File: src/hw/asoc_cfg.svh
`ifndef ASOC_CFG_SVH
`define ASOC_CFG_SVH

////////////////////////////////////////////////////////////////////////////////
// Register indices; byte address is four times the index
`define ASOC_IDX_FAULT_EN    8'h18
`define ASOC_IDX_INC_CFG     8'h19
`define ASOC_IDX_ERR_MASK    8'h1a
`define ASOC_IDX_IFACE_CFG   8'h1b
`define ASOC_REG_W           24

////////////////////////////////////////////////////////////////////////////////
// Reset values and writable bits
`define ASOC_RST_FAULT_EN    24'h00_0000
`define ASOC_RST_INC_CFG     24'h00_0000
`define ASOC_RST_ERR_MASK    24'h00_0000
`define ASOC_RST_IFACE_CFG   24'h00_0000
`define ASOC_WM_FAULT_EN     24'h00_0fff
`define ASOC_WM_INC_CFG      24'h3f_93ff
`define ASOC_WM_ERR_MASK     24'hdf_6fff
`define ASOC_WM_IFACE_CFG    24'hff_7fff

////////////////////////////////////////////////////////////////////////////////
// Incremental output configuration fields
`define ASOC_RES_LSB         0
`define ASOC_UVW_BIT         4
`define ASOC_IOE_BIT         5
`define ASOC_PLH_BIT         6
`define ASOC_WDH_BIT         7
`define ASOC_IDX_MODE_LSB    8
`define ASOC_AHE_BIT         12
`define ASOC_INV_BIT         15
`define ASOC_SLEW_LSB        16

////////////////////////////////////////////////////////////////////////////////
// Mask and interface/linearization fields
`define ASOC_WARM_BIT        11
`define ASOC_SC_BIT          0
`define ASOC_S17_BIT         1
`define ASOC_DM_BIT          3
`define ASOC_ZAL_BIT         7
`define ASOC_LS_BIT          10
`define ASOC_ELI_BIT         11
`define ASOC_PES_BIT         12
`define ASOC_PEO_BIT         13
`define ASOC_PEN_BIT         23

////////////////////////////////////////////////////////////////////////////////
// Fault duty in 1/1600 units: 5 % plus 5.625 % per priority step
`define ASOC_DUTY_BASE       11'd80
`define ASOC_DUTY_STEP       11'd90
`define ASOC_DUTY_DEN        11'd1600
`define ASOC_HYST_LSB        4

////////////////////////////////////////////////////////////////////////////////
// Timing
`define ASOC_CLK_NS          10
`define ASOC_SLEW_UNIT_NS    125

`endif

File: src/hw/asoc_pkg.sv
package asoc_pkg;

  typedef enum logic [1:0]
  {
    PWM_NORMAL = 2'b00,
    PWM_FAULT  = 2'b01,
    PWM_HIZ    = 2'b10
  } asoc_pwm_e;

  typedef logic [23:0] asoc_word_t;

endpackage : asoc_pkg

File: src/hw/asoc_step_if.sv
`timescale 1ns/1ps
interface asoc_step_if;
  logic [1:0] target;
  logic [9:0] gap;
  logic [1:0] state;

  modport ctl
  (
    output target,
    output gap,
    input  state
  );

  modport step
  (
    input  target,
    input  gap,
    output state
  );
endinterface : asoc_step_if

File: src/hw/asoc_quad_step.sv
`timescale 1ns/1ps
module asoc_quad_step
  import asoc_pkg::*;
(
  input wire logic pclk,
  input wire logic presetn,
  asoc_step_if.step sif
);

  logic [1:0] cur;
  logic [1:0] next_cur;
  logic [9:0] cnt;
  logic [9:0] next_cnt;

  // One quadrature step at a time toward the target, spaced by gap cycles
  always_comb
  begin
    next_cur = cur;
    next_cnt = (cnt != 10'h000) ? cnt - 10'h001 : cnt;
    if ((cur != sif.target) && (cnt == 10'h000))
    begin
      next_cur = (2'(sif.target - cur) == 2'h3) ? cur - 2'h1 : cur + 2'h1;
      next_cnt = (sif.gap != 10'h000) ? sif.gap - 10'h001 : 10'h000;
    end
  end

  always_ff @(posedge pclk or negedge presetn)
  begin
    if (!presetn)
    begin
      cur <= 2'h0;
      cnt <= 10'h000;
    end
    else
    begin
      cur <= next_cur;
      cnt <= next_cnt;
    end
  end

  assign sif.state = cur;

  slew_gap_a: assert property (@(posedge pclk) disable iff (!presetn)
    (cur != $past(cur)) |-> ($past(cnt) == 10'h000))
    else $error("quadrature edge inside slew gap");

  slew_seen_c: cover property (@(posedge pclk) disable iff (!presetn)
    (cnt == 10'h001) ##1 (cur != $past(cur)));

endmodule : asoc_quad_step

File: src/hw/asoc_top.sv
`timescale 1ns/1ps
`include "asoc_cfg.svh"
// How it works
// - First three faults give 5-16.25 % duty
// - Next three faults give 21.875-33.125 % duty
// - Next three faults give 38.75-50 % duty
// - Last three faults give 55.625-66.875 % duty
// - Fault duty runs at half carrier frequency
// - Quadrature gives 2^(14-n) cycles per turn
// - Commutation code is pole pairs minus one
// - Select bit picks commutation or quadrature
// - Incremental pins driven only when enabled
// - PLL unlock forces outputs high before inversion
// - Watchdog trip forces outputs high before inversion
// - Index mode sets index placement and width
// - Hysteresis applied to incremental angle
// - Inversion bit flips incremental output polarity
// - Nonzero slew field spaces quadrature A/B edges (N+1)x125ns
// - Mask bit removes source from summary flag
// - Warning mask suppresses warning summary bit
// - Serial CRC check follows its enable
// - Extra edge ignore passed to serial slave
// - Manchester input ignored when disabled
// - Offset position bit orders offset subtraction
// - Linearization enable and range select
// - Fault response: tristate latch or fault duty
module asoc_top
  import asoc_pkg::*;
#(
  parameter int HYST_LSB = `ASOC_HYST_LSB
)(
  input  wire logic        pclk,
  input  wire logic        presetn,
  input  wire logic        psel,
  input  wire logic        penable,
  input  wire logic        pwrite,
  input  wire logic [9:0]  paddr,
  input  wire logic [31:0] pwdata,
  output logic      [31:0] prdata,
  output logic             pready,
  output logic             pslverr,
  input  wire logic        nvm_load_valid,
  input  wire logic [1:0]  nvm_load_idx,
  input  wire logic [23:0] nvm_load_data,
  input  wire logic [11:0] pwm_err_src,
  input  wire logic [23:0] err_src,
  input  wire logic        warn_present,
  input  wire logic        pll_unlock,
  input  wire logic        hf_watchdog,
  input  wire logic [13:0] angle,
  output logic             pwm_err_active,
  output logic             pwm_half_freq,
  output logic      [10:0] pwm_duty,
  output logic             pwm_tristate,
  output logic             inc_a_u,
  output logic             inc_b_v,
  output logic             inc_i_w,
  output logic             inc_oe,
  output logic             summary_error_flag,
  output logic             warning_summary_bit,
  output logic             spi_crc_check_on,
  output logic             extra_edge_ignore,
  output logic             manchester_in_disable,
  output logic             offset_after_lin,
  output logic             lin_enable,
  output logic             correction_range_select
);

  //////////////////////////////////////////////////////////////////////////////
  // Register decode

  // Hit flag and word index for a byte address
  function automatic logic [2:0] reg_sel(input logic [9:0] a);
    logic [7:0] idx;
    idx = a[9:2];
    reg_sel = {(idx >= `ASOC_IDX_FAULT_EN) && (idx <= `ASOC_IDX_IFACE_CFG), 2'(idx)};
  endfunction : reg_sel

  function automatic asoc_word_t wmask(input logic [1:0] i);
    case (i)
      2'h0:    wmask = `ASOC_WM_FAULT_EN;
      2'h1:    wmask = `ASOC_WM_INC_CFG;
      2'h2:    wmask = `ASOC_WM_ERR_MASK;
      default: wmask = `ASOC_WM_IFACE_CFG;
    endcase
  endfunction : wmask

  // Commutation pattern for one of six electrical sectors
  function automatic logic [2:0] uvw_tab(input logic [2:0] s);
    case (s)
      3'h0:    uvw_tab = 3'b100;
      3'h1:    uvw_tab = 3'b110;
      3'h2:    uvw_tab = 3'b010;
      3'h3:    uvw_tab = 3'b011;
      3'h4:    uvw_tab = 3'b001;
      default: uvw_tab = 3'b101;
    endcase
  endfunction : uvw_tab

  //////////////////////////////////////////////////////////////////////////////
  // Register bank and APB slave

  asoc_word_t cfg      [4];
  asoc_word_t next_cfg [4];
  logic       [31:0] next_prdata;
  logic              next_pready;
  logic              next_pslverr;
  logic       [2:0]  sel;

  assign sel = reg_sel(paddr);

  always_comb
  begin
    next_cfg     = cfg;
    next_prdata  = prdata;
    next_pready  = psel & penable & ~pready;
    next_pslverr = 1'b0;
    if (nvm_load_valid)
    begin
      next_cfg[nvm_load_idx] = nvm_load_data & wmask(nvm_load_idx);
    end
    if (psel && penable && pready && pwrite && sel[2])
    begin
      next_cfg[sel[1:0]] = pwdata[23:0] & wmask(sel[1:0]);
    end
    if (psel && penable && !pready)
    begin
      next_prdata  = (sel[2] && !pwrite) ? {8'h00, cfg[sel[1:0]]} : 32'h0000_0000;
      next_pslverr = ~sel[2];
    end
  end

  always_ff @(posedge pclk or negedge presetn)
  begin
    if (!presetn)
    begin
      cfg[0]  <= `ASOC_RST_FAULT_EN;
      cfg[1]  <= `ASOC_RST_INC_CFG;
      cfg[2]  <= `ASOC_RST_ERR_MASK;
      cfg[3]  <= `ASOC_RST_IFACE_CFG;
      prdata  <= 32'h0000_0000;
      pready  <= 1'b0;
      pslverr <= 1'b0;
    end
    else
    begin
      cfg     <= next_cfg;
      prdata  <= next_prdata;
      pready  <= next_pready;
      pslverr <= next_pslverr;
    end
  end

  //////////////////////////////////////////////////////////////////////////////
  // Field views

  asoc_word_t fen;
  asoc_word_t inc;
  asoc_word_t msk;
  asoc_word_t ifc;
  logic [3:0] res;
  logic [5:0] slew;

  assign fen  = cfg[0];
  assign inc  = cfg[1];
  assign msk  = cfg[2];
  assign ifc  = cfg[3];
  assign res  = inc[`ASOC_RES_LSB +: 4];
  assign slew = inc[`ASOC_SLEW_LSB +: 6];

  //////////////////////////////////////////////////////////////////////////////
  // Pulse-output fault response

  asoc_pwm_e   pwm_state;
  asoc_pwm_e   next_pwm_state;
  logic [11:0] pwm_hit;
  logic [3:0]  pri;
  logic        err_any;
  logic        next_pwm_err_active;
  logic        next_pwm_half_freq;
  logic [10:0] next_pwm_duty;
  logic        next_pwm_tristate;

  assign pwm_hit = pwm_err_src & fen[11:0];
  assign err_any = |pwm_hit;

  // Lowest enabled source number has priority
  always_comb
  begin
    pri = 4'h0;
    for (int i = 11; i >= 0; i--)
    begin
      if (pwm_hit[i])
      begin
        pri = 4'(i);
      end
    end
  end

  always_comb
  begin
    next_pwm_state = pwm_state;
    case (pwm_state)
      PWM_NORMAL:
      begin
        if (ifc[`ASOC_PEO_BIT] && err_any)
        begin
          next_pwm_state = ifc[`ASOC_PES_BIT] ? PWM_FAULT : PWM_HIZ;
        end
      end
      PWM_FAULT:
      begin
        if (!(ifc[`ASOC_PEO_BIT] && err_any))
        begin
          next_pwm_state = PWM_NORMAL;
        end
        else if (!ifc[`ASOC_PES_BIT])
        begin
          next_pwm_state = PWM_HIZ;
        end
      end
      PWM_HIZ:
      begin
        // Latched until reset or until the response enable is cleared
        if (!ifc[`ASOC_PEO_BIT])
        begin
          next_pwm_state = PWM_NORMAL;
        end
      end
      default: next_pwm_state = PWM_NORMAL;
    endcase
    next_pwm_err_active = (next_pwm_state == PWM_FAULT);
    next_pwm_half_freq  = (next_pwm_state == PWM_FAULT);
    next_pwm_duty       = 11'h000;
    if (next_pwm_state == PWM_FAULT)
    begin
      next_pwm_duty = 11'(`ASOC_DUTY_BASE + `ASOC_DUTY_STEP * 11'(pri));
    end
    next_pwm_tristate = (next_pwm_state == PWM_HIZ) | ~ifc[`ASOC_PEN_BIT];
  end

  always_ff @(posedge pclk or negedge presetn)
  begin
    if (!presetn)
    begin
      pwm_state      <= PWM_NORMAL;
      pwm_err_active <= 1'b0;
      pwm_half_freq  <= 1'b0;
      pwm_duty       <= 11'h000;
      pwm_tristate   <= 1'b1;
    end
    else
    begin
      pwm_state      <= next_pwm_state;
      pwm_err_active <= next_pwm_err_active;
      pwm_half_freq  <= next_pwm_half_freq;
      pwm_duty       <= next_pwm_duty;
      pwm_tristate   <= next_pwm_tristate;
    end
  end

  //////////////////////////////////////////////////////////////////////////////
  // Incremental outputs

  logic        [13:0] held;
  logic        [13:0] next_held;
  logic signed [13:0] adiff;
  logic        [15:0] phase;
  logic        [15:0] pmax;
  logic        [13:0] elec;
  logic        [16:0] sect;
  logic               idx_on;
  logic               force_hi;
  logic        [2:0]  raw;
  logic        [2:0]  next_inc;
  logic               next_inc_oe;

  asoc_step_if sif ();

  asoc_quad_step u_step
  (
    .pclk    (pclk),
    .presetn (presetn),
    .sif     (sif)
  );

  always_comb
  begin
    adiff     = $signed(angle - held);
    next_held = held;
    if (!inc[`ASOC_AHE_BIT] || (adiff > HYST_LSB) || (adiff < -HYST_LSB))
    begin
      next_held = angle;
    end
  end

  assign phase = 16'({held, 2'b00} >> res);
  assign pmax  = 16'hffff >> res;
  assign elec  = 14'(held * ({1'b0, res} + 5'h01));
  assign sect  = 17'(elec * 17'd6);

  assign sif.target = phase[1:0];
  assign sif.gap    = (slew == 6'h00) ? 10'h000 :
    10'(((32'(slew) + 1) * `ASOC_SLEW_UNIT_NS + `ASOC_CLK_NS - 1) / `ASOC_CLK_NS);

  always_comb
  begin
    case (inc[`ASOC_IDX_MODE_LSB +: 2])
      2'h0:    idx_on = (phase == 16'h0000);
      2'h1:    idx_on = (phase == 16'h0000) || (phase == pmax);
      2'h2:    idx_on = (phase <= 16'h0001) || (phase == pmax);
      default: idx_on = (phase <= 16'h0001) || (phase >= pmax - 16'h0001);
    endcase
    force_hi = (inc[`ASOC_PLH_BIT] & pll_unlock) | (inc[`ASOC_WDH_BIT] & hf_watchdog);
    if (inc[`ASOC_UVW_BIT])
    begin
      raw = uvw_tab(sect[16:14]);
    end
    else
    begin
      raw = {sif.state[1], ^sif.state, idx_on};
    end
    next_inc = force_hi ? 3'b111 : raw;
    if (inc[`ASOC_INV_BIT])
    begin
      next_inc = ~next_inc;
    end
    next_inc_oe = inc[`ASOC_IOE_BIT];
  end

  always_ff @(posedge pclk or negedge presetn)
  begin
    if (!presetn)
    begin
      held                        <= 14'h0000;
      {inc_a_u, inc_b_v, inc_i_w} <= 3'b000;
      inc_oe                      <= 1'b0;
    end
    else
    begin
      held                        <= next_held;
      {inc_a_u, inc_b_v, inc_i_w} <= next_inc;
      inc_oe                      <= next_inc_oe;
    end
  end

  //////////////////////////////////////////////////////////////////////////////
  // Error summary and pass-through controls

  logic [23:0] next_flag_src;
  logic        next_summary;
  logic        next_warn;
  logic [5:0]  next_ctl;

  always_comb
  begin
    next_flag_src = err_src & ~msk & `ASOC_WM_ERR_MASK;
    next_flag_src[`ASOC_WARM_BIT] = 1'b0;
    next_summary  = |next_flag_src;
    next_warn     = warn_present & ~msk[`ASOC_WARM_BIT];
    next_ctl      = {ifc[`ASOC_SC_BIT], ifc[`ASOC_S17_BIT], ifc[`ASOC_DM_BIT],
                     ifc[`ASOC_ZAL_BIT], ifc[`ASOC_ELI_BIT], ifc[`ASOC_LS_BIT]};
  end

  always_ff @(posedge pclk or negedge presetn)
  begin
    if (!presetn)
    begin
      summary_error_flag  <= 1'b0;
      warning_summary_bit <= 1'b0;
      {spi_crc_check_on, extra_edge_ignore, manchester_in_disable,
       offset_after_lin, lin_enable, correction_range_select} <= 6'h00;
    end
    else
    begin
      summary_error_flag  <= next_summary;
      warning_summary_bit <= next_warn;
      {spi_crc_check_on, extra_edge_ignore, manchester_in_disable,
       offset_after_lin, lin_enable, correction_range_select} <= next_ctl;
    end
  end

  //////////////////////////////////////////////////////////////////////////////
  // Checks

  osc_duty_a: assert property (@(posedge pclk) disable iff (!presetn)
    (next_pwm_state == PWM_FAULT && pwm_hit[0]) |=> (pwm_duty == 11'd80))
    else $error("oscillator fault duty wrong");

  pll_duty_a: assert property (@(posedge pclk) disable iff (!presetn)
    (next_pwm_state == PWM_FAULT && pwm_hit[3] && pwm_hit[2:0] == 3'h0)
    |=> (pwm_duty == 11'd350))
    else $error("pll fault duty wrong");

  uv_duty_a: assert property (@(posedge pclk) disable iff (!presetn)
    (next_pwm_state == PWM_FAULT && pwm_hit[6] && pwm_hit[5:0] == 6'h00)
    |=> (pwm_duty == 11'd620))
    else $error("undervoltage fault duty wrong");

  temp_duty_a: assert property (@(posedge pclk) disable iff (!presetn)
    (next_pwm_state == PWM_FAULT && pwm_hit == 12'h800) |=> (pwm_duty == 11'd1070))
    else $error("temperature fault duty wrong");

  half_freq_a: assert property (@(posedge pclk) disable iff (!presetn)
    pwm_half_freq |-> (pwm_err_active && pwm_duty != 11'h000))
    else $error("half frequency without fault duty");

  hiz_hold_a: assert property (@(posedge pclk) disable iff (!presetn)
    (pwm_state == PWM_HIZ && ifc[`ASOC_PEO_BIT]) |=> (pwm_tristate && pwm_state == PWM_HIZ))
    else $error("tristate latch released");

  force_high_a: assert property (@(posedge pclk) disable iff (!presetn)
    (inc[`ASOC_PLH_BIT] && pll_unlock && !inc[`ASOC_INV_BIT])
    |=> (inc_a_u && inc_b_v && inc_i_w))
    else $error("outputs not forced high");

  pin_en_a: assert property (@(posedge pclk) disable iff (!presetn)
    inc_oe == $past(inc[`ASOC_IOE_BIT]))
    else $error("pin enable mismatch");

  flag_mask_a: assert property (@(posedge pclk) disable iff (!presetn)
    ((err_src & ~msk & 24'hdf_67ff) == 24'h00_0000) |=> !summary_error_flag)
    else $error("masked source raised summary flag");

  war_mask_a: assert property (@(posedge pclk) disable iff (!presetn)
    msk[`ASOC_WARM_BIT] |=> !warning_summary_bit)
    else $error("warning bit set while masked");

  fault_duty_c: cover property (@(posedge pclk) disable iff (!presetn)
    !pwm_err_active ##1 pwm_err_active);

  hiz_c: cover property (@(posedge pclk) disable iff (!presetn)
    $rose(pwm_state == PWM_HIZ));

  uvw_c: cover property (@(posedge pclk) disable iff (!presetn)
    inc[`ASOC_UVW_BIT] && inc_oe);

endmodule : asoc_top

File: config.mk
export PLATFORM = sky130hd
export DESIGN_NAME = asoc_top
export DESIGN_NICKNAME = d
export VERILOG_FILES = /design/src/hw/asoc_pkg.sv /design/src/hw/asoc_step_if.sv /design/src/hw/asoc_quad_step.sv /design/src/hw/asoc_top.sv
export VERILOG_INCLUDE_DIRS = /design/src /design/src/hw
export SDC_FILE = /design/constraint.sdc
export NUM_CORES = 1
export LEC_CHECK = 0
export BUFFER_PORTS_ARGS = -buffer_cell sky130_fd_sc_hd__buf_4
export CAP_MARGIN = 10
export CELL_PAD_IN_SITES_DETAIL_PLACEMENT = 2
export CELL_PAD_IN_SITES_GLOBAL_PLACEMENT = 2
export CORE_ASPECT_RATIO = 1.2
export CORE_UTILIZATION = 40
export CTS_CLUSTER_SIZE = 30
export DETAILED_ROUTE_END_ITERATION = 12
export GPL_ROUTABILITY_DRIVEN = 0
export HOLD_SLACK_MARGIN = 0.02
export PLACE_DENSITY = 0.93
export SYNTH_ARGS = -nofsm -noshare
export SYNTH_HDL_FRONTEND = slang
export SYNTH_HIERARCHICAL = 1
export SYNTH_SLANG_ARGS = --single-unit
File: constraint.sdc
create_clock -name pclk -period 13.89 [get_ports pclk]
set_input_delay 3.4725 -clock pclk [delete_from_list [all_inputs] [get_ports pclk]]
set_output_delay 3.4725 -clock pclk [all_outputs]
set_load 0.05 [all_outputs]
==> run summary, run 1 <==
CP max FO - 15
die footprint - 40,200 um^2
synth warn - 6
CTS Root Cell - clkbuf_16
Reg-to-Reg End - u_step/cnt[5]
GRT met1 Usage - 0.390
min setup slack post-route - 2.29 ns
Total GRT Usage - 0.388
pre-CTS setup slack - 2.67 ns
CTS Sinks - 174
initial antenna violation count - 5
fmax - 0.0862 GHz
CP max stage delay - 0.84 ns
vias in the first global route - 17,800
via count - 15,600
Post-DRT Antenna Nets - 0
Crit path arrival time - 11.92 ns
relative slew slack - 0.0595
Reg2Reg Setup Slack - 2.29 ns
Via-to-Cell Ratio - 6.54
TritonCTS clock tree - built
post-placement cell count - 2,347
FF+latch count, synth - 174
Critical Path RT - 14.21 ns
cts repair resizes - 0
Syn Area/Cell - 9.09 um^2
Max-Cap Viols - 0
CP Capture Type - flip-flop
largest net degree at the start of global routing - 65
Setup TNS - 0 ns
RSZ-0062 raised after global routing - false
critical path class - flip-flop to flip-flop
share of cells above drive strength 1 - 0.169
Initial DRC Count - 1,276
unique cell type count in the Yosys netlist - 100
cell area after synthesis - 15,800 um^2
First-pass DRT Iterations - 5
Die H - 219 um
row cnt - 79
slowest stage cell, crit path - xor2_1
first-pass GRT wire length - 115,000 um
Nets - 2,129
Worst Setup SP - inc[16]
Clock transition at path regs - 0.09 ns
Hold Fails Final Rpt - 0
final setup fails - 0
DRC - 0
H-tree levels - 4
core area - 38,700 um^2
DR WL/cell - 32.6 um
Post-CTS Hold Buffers - 0
Starting Density - 0.406
# IOs - 187
clock skew - 0.0204 ns
Final min period - 11.60 ns
worst hold path class - flip-flop to flip-flop
Layout Cells excl Fill - 2,382
clk buf depth - 2
number of synthesized flops with an enable pin - 0
Final Max Slew Viols - 0
CTS buffer count - 17
WL final - 77,700 um
crit path to - u_step/cnt[5]
clk_lat worst skew - 0.47 ns
Fin Hold WS - 0.437 ns
status - finished, final reports clean
ys flop type - dfrtp_1
die width - 183 um
fraction of registers with async set/reset - 1.00
RR Startpoint - inc[16]
area growth from synthesis to layout - 14.2%
GRT busiest layer - met2
total gr overflow - 0
crit start category - flip-flop
met2 Use GR - 0.692
GR Layer Usage met3 - 0.0865
worst slew pin tran - 1.40 ns
R2R depth - 33
I/O Buffers - 163
total setup buffers inserted after CTS - 0
sequential cell area fraction in the yosys report - 0.277
period utilisation layout - 0.835
Gate Count Post-Synth - 1,733
DPL Wire Length - 50,600 um
-- area by class of cell --
type                    instances  area, um^2
fillers                      4153       20800
multi-input cells            1338       10500
flip-flops and latches        174        4360
repair buffers                179        1350
well taps                     526         658
inverters                     130         488
clock buffers                  19         443
clock inverters                13         199
diodes                          3        7.51
-- cell usage after synthesis (13+ instances only) --
cell type / instances / area, um^2
o21ai_0: 55 / 275
and2_1: 40 / 250
a22o_1: 30 / 263
nor2_1: 159 / 597
xor2_1: 33 / 289
mux2_2: 22 / 248
mux4_2: 32 / 721
dfrtp_1: 173 / 4330
nor2b_1: 22 / 138
buf_4: 14 / 105
a21oi_1: 129 / 646
nand3_1: 36 / 180
a31oi_1: 14 / 87.6
fa_1: 46 / 921
o22ai_1: 14 / 87.6
and3_1: 25 / 156
a21o_1: 33 / 248
inv_1: 128 / 480
ha_1: 116 / 1450
mux2i_1: 91 / 911
xnor2_1: 65 / 569
nand2_1: 126 / 473
nand2b_1: 17 / 106
a211oi_1: 13 / 97.6
nor3_1: 37 / 185
clkbuf_1: 60 / 225
-- state kept, by name, indices dropped and copies added, names as in the netlist, 2 cells and up --
register,cells
pwm_state,2
u_step/sif.state,2
fen,24
prdata,24
ifc,24
pwm_duty,10
inc,24
msk,24
u_step/cnt,10
held,14
-- metal layers --
layer,up-vias,share of wire
met5,-,0.00035
met4,4,0.085
met3,413,0.063
met2,861,0.51
met1,7990,0.34
li1,6322,-
-- cells by family (layout without fill, tap and decap cells) --
group           count (synthesis)  in the layout  share of synthesized area
compound gates                395            395                      0.170
other cells                     1             12                   0.000238
flops                         174            174                      0.277
fa+ha+maj                     166            166                      0.153
xor+xnor                       99             99                     0.0555
buf+inv                       229            341                     0.0607
simple gates                  524            524                      0.165
mux                           145            145                      0.119
-- layout by cell type, fill, tap and decap left out, types with 25 or more instances in the layout --
cell type  count
mux4_2        32
nor3_1        37
inv_1        128
nand3_1       34
a22o_1        30
mux2i_1       91
a21oi_1      129
and3_1        25
nor2_1       159
nand2_1      126
ha_1         116
a21o_1        33
dfrtp_1      173
fa_1          46
o21ai_0       55
xor2_1        33
buf_4        178
and2_1        40
xnor2_1       65
-- worst min path at each step --
stage,startpoint,end,depth (start not counted)
final,ifc[11],lin_enable,0
after global routing,ifc[11],lin_enable,0
after CTS,ifc[11],lin_enable,0
after detailed placement,ifc[11],lin_enable,0
after global placement,ifc[7],offset_after_lin,0
after floorplan,ifc[10],correction_range_select,0
-- worst max-delay path, delay by kind of cell, from the launching register on --
kind	cells	cell delay [ns]
DFF	1	0.60
and+or+nand+nor	10	2.49
xor gates and xnor gates	4	2.16
buffers and inverters	2	0.18
adders and majority gates	7	2.84
muxes	1	0.35
AOI/OAI and AO/OA	9	2.79
-- metrics by stage --
step	area, um^2	utilization
global placement	17300	0.448
global route	18000	0.464
CTS	18000	0.464
detailed placement	17300	0.448
finish	18000	0.464
floorplan	15800	-
Power of run 1 is not shown: default switching activity piles up to over one toggle a cycle in this logic, so the estimate is an artifact.
==> run 2, diff against run 1 <==
--- a/config.mk
+++ b/config.mk
@@ -6,17 +6,18 @@
 export SDC_FILE = /design/constraint.sdc
 export NUM_CORES = 1
 export LEC_CHECK = 0
+export ABC_AREA = 1
 export BUFFER_PORTS_ARGS = -buffer_cell sky130_fd_sc_hd__buf_4
 export CAP_MARGIN = 10
 export CELL_PAD_IN_SITES_DETAIL_PLACEMENT = 2
 export CELL_PAD_IN_SITES_GLOBAL_PLACEMENT = 2
 export CORE_ASPECT_RATIO = 1.2
-export CORE_UTILIZATION = 40
+export CORE_UTILIZATION = 31
 export CTS_CLUSTER_SIZE = 30
 export DETAILED_ROUTE_END_ITERATION = 12
 export GPL_ROUTABILITY_DRIVEN = 0
 export HOLD_SLACK_MARGIN = 0.02
-export PLACE_DENSITY = 0.93
+export PLACE_DENSITY = 0.84
 export SYNTH_ARGS = -nofsm -noshare
 export SYNTH_HDL_FRONTEND = slang
 export SYNTH_HIERARCHICAL = 1
==> constraint.sdc (replaced) <==
create_clock -name pclk -period 9.9 [get_ports pclk]
set_input_delay 2.475 -clock pclk [delete_from_list [all_inputs] [get_ports pclk]]
set_output_delay 2.475 -clock pclk [all_outputs]
set_load 0.05 [all_outputs]
==> run 2 against run 1 <==
The flow now finishes with violations (setup timing); area after synthesis down 3.5%; flip-flop and latch count unchanged; sequential share of layout area is 0.56 points lower; via count down 0.90%; worst hold slack got worse by 0.057 ns.
==> run summary, run 2 <==
DR WL/cell - 21.2 um (was 32.6 um)
CP dominant cell by count - nand2_2
vias in the first global route - 17,500 (was 17,800)
worst hold path class - flip-flop to flip-flop (unchanged)
Initial DRC Count - 565 (was 1,276)
relative slew slack - 0.0903 (was 0.0595)
Max-Cap Viols - 0 (unchanged)
Post-CTS Hold Buffers - 0 (unchanged)
CP max stage delay - 0.60 ns (was 0.84 ns)
first-pass GRT wire length - 93,400 um (was 115,000 um)
largest net degree at the start of global routing - 106 (was 65)
commonest cells after routing, fill and taps aside - nand2_1 (445), inv_1 (333), o21ai_0 (221), buf_4 (215), dfrtp_1 (171) (was buf_4 (178), dfrtp_1 (173), nor2_1 (159), a21oi_1 (129), inv_1 (128))
unique cell type count in the Yosys netlist - 55 (was 100)
FF+latch count, synth - 174 (unchanged)
First-pass DRT Iterations - 5 (unchanged)
H-tree levels - 4 (unchanged)
cell area after synthesis - 15,200 um^2 (was 15,800 um^2)
most common cell after layout, fill and taps aside - nand2_1 (was buf_4)
number of synthesized flops with an enable pin - 0 (unchanged)
Via-to-Cell Ratio - 5.29 (was 6.54)
Die H - 245 um (was 219 um)
fraction of registers with async set/reset - 1.00 (unchanged)
Final Max Slew Viols - 0 (unchanged)
Syn Area/Cell - 7.22 um^2 (was 9.09 um^2)
CP max FO - 8 (was 15)
row cnt - 88 (was 79)
Synth top area share - 0.285 (was 0.275)
clk buf depth - 2 (unchanged)
die width - 204 um (was 183 um)
Register Area - 4360 um^2 (about the same)
CTS Root Cell - clkbuf_16 (unchanged)
cell taking the most area after synthesis - dfrtp_1 (unchanged)
sequential cell area fraction in the yosys report - 0.287 (was 0.277)
# fillers - 5,591 (was 4,153)
Nets - 2,566 (was 2,129)
worst slew pin tran - 1.36 ns (was 1.40 ns)
CTS buffer count - 17 (unchanged)
count leader, synth - nand2_1 (was dfrtp_1)
Gate Count Post-Synth - 2,104 (was 1,733)
Total GRT Usage - 0.239 (was 0.388)
via count - 15,500 (was 15,600)
post-placement cell count - 2,856 (was 2,347)
area growth from synthesis to layout - 21.3% (was 14.2%)
pre-CTS setup slack - -0.297 ns (was 2.67 ns)
Final min period - 9.95 ns (was 11.60 ns)
final setup fails - 4 (was 0)
core area - 48,200 um^2 (was 38,700 um^2)
die footprint - 49,900 um^2 (was 40,200 um^2)
slowest stage cell, crit path - fa_1 (was xor2_1)
# IOs - 187 (unchanged)
violated checks - setup timing
DRC - 0 (unchanged)
synth warn - 6 (unchanged)
CTS Sinks - 174 (unchanged)
share of cells above drive strength 1 - 0.190 (was 0.169)
Critical Path RT - 10.29 ns (was 14.21 ns)
Post-DRT Antenna Nets - 0 (unchanged)
WL final - 61,900 um (was 77,700 um)
Synth area leaders - dfrtp_1 (28%), nand2_1 (12%), ha_1 (9.6%) (was dfrtp_1 (27%), ha_1 (9.2%), fa_1 (5.8%))
Setup TNS - -0.0966 ns (was 0 ns)
clock skew - 0.0155 ns (was 0.0204 ns)
clk_lat worst skew - 0.47 ns (about the same)
critical path class - flip-flop to flip-flop (unchanged)
crit start category - flip-flop (unchanged)
Clock transition at path regs - 0.08 ns (was 0.09 ns)
fmax - 0.101 GHz (was 0.0862 GHz)
period utilisation layout - 1.00 (was 0.835)
Layout Cells excl Fill - 2,918 (was 2,382)
Starting Density - 0.315 (was 0.406)
Hold Fails Final Rpt - 0 (unchanged)
DPL Wire Length - 45,000 um (was 50,600 um)
placed instance area - 17,100 um^2 (was 17,300 um^2)
top post-synthesis cells by count - nand2_1 (481), inv_1 (342), o21ai_0 (221) (was dfrtp_1 (173), nor2_1 (159), a21oi_1 (129))
total gr overflow - 0 (unchanged)
Crit path arrival time - 10.34 ns (was 11.92 ns)
CP Capture Type - flip-flop (unchanged)
Antenna diodes - 0 (was 3)
min setup slack post-route - -0.0487 ns (was 2.29 ns)
initial antenna violation count - 2 (was 5)
post-route cell area - 18,400 um^2 (was 18,000 um^2)
TritonCTS clock tree - built (unchanged)
ys flop type - dfrtp_1 (unchanged)
I/O Buffers - 163 (unchanged)
area of the multi-input gates - 9700 um^2 (was 10,500 um^2)
status - finished, violations left (was finished, final reports clean)
[run 2: changes by cell type in the layout (fill, tap and decap cells not counted), sizes merged, moves of 26 or more]
| cell | delta |
|---|---|
| xnor2 | -43 |
| and2 | -40 |
| a21o | -28 |
| a21oi | -55 |
| buf | +39 |
| a22o | -26 |
| inv | +227 |
| mux2i | -89 |
| o21ai | +164 |
| nand3 | +68 |
| nand2 | +395 |
| mux4 | -32 |
| o211ai | +33 |
[run 2: area by class of cell]
cell class              count  share of cell area
flip-flops and latches    174               0.236
multi-input cells        1503               0.527
clock inverters             9             0.00475
inverters                 363              0.0749
repair buffers            218              0.0896
well taps                 630              0.0428
clock buffers              21              0.0250
[run 2: routing by layer]
layer | vias up | track usage | wire length [um]
met5 | - | 0 | 15
met4 | 4 | 0.0847 | 1960
met3 | 128 | 0.0486 | 2730
met2 | 324 | 0.443 | 32800
met1 | 7854 | 0.265 | 24400
li1 | 7140 | - | -
[run 2: stage by stage]
step / utilization / hold slack, ns
finish: 0.382 / 0.379
global route: 0.382 / 0.390
CTS: 0.368 / 0.386
detailed placement: 0.355 / 0.369
global placement: 0.355 / 0.367
floorplan: - / 0.354
[run 2: final timing paths]
kind                               from          endpoint  slack (ns)  depth (start not counted)
min in group asynchronous       presetn         prdata[5]        2.07                          1
worst min-delay path             ifc[0]  spi_crc_check_on        0.38                          0
worst max register to register  inc[16]     u_step/cnt[9]       -0.05                         82
worst min register to register   ifc[0]  spi_crc_check_on        0.38                          0
max in group asynchronous       presetn          held[10]        6.30                          2
worst max-delay path            inc[16]     u_step/cnt[9]       -0.05                         82
[run 2: kinds of logic after synthesis]
| logic type | count (synthesis) | share of synthesized area |
|---|---|---|
| AND/OR/NAND/NOR | 823 | 0.235 |
| flip-flops | 174 | 0.287 |
| XOR/XNOR | 77 | 0.0444 |
| multiplexers | 2 | 0.00132 |
| AO/OA/AOI/OAI | 430 | 0.166 |
| other | 1 | 0.000247 |
| buffers and inverters | 435 | 0.110 |
| adder cells (fa/ha/maj) | 162 | 0.156 |
[run 2: worst max-delay path: cells and delay by family, from the launching register on]
family | cells | cell delay, ns
adder cells (fa/ha/maj) | 6 | 2.31
flip-flops | 1 | 0.44
AND/OR/NAND/NOR | 57 | 5.34
buffers and inverters | 16 | 1.19
AO/OA/AOI/OAI | 3 | 0.53
[run 2: timing repair]
action	in CTS	in global routing
setup endpoints to repair	10	10
pin swaps	4	49
resized for setup	15	116
setup buffers	2	30
Power of run 2 is left out for the same reason.
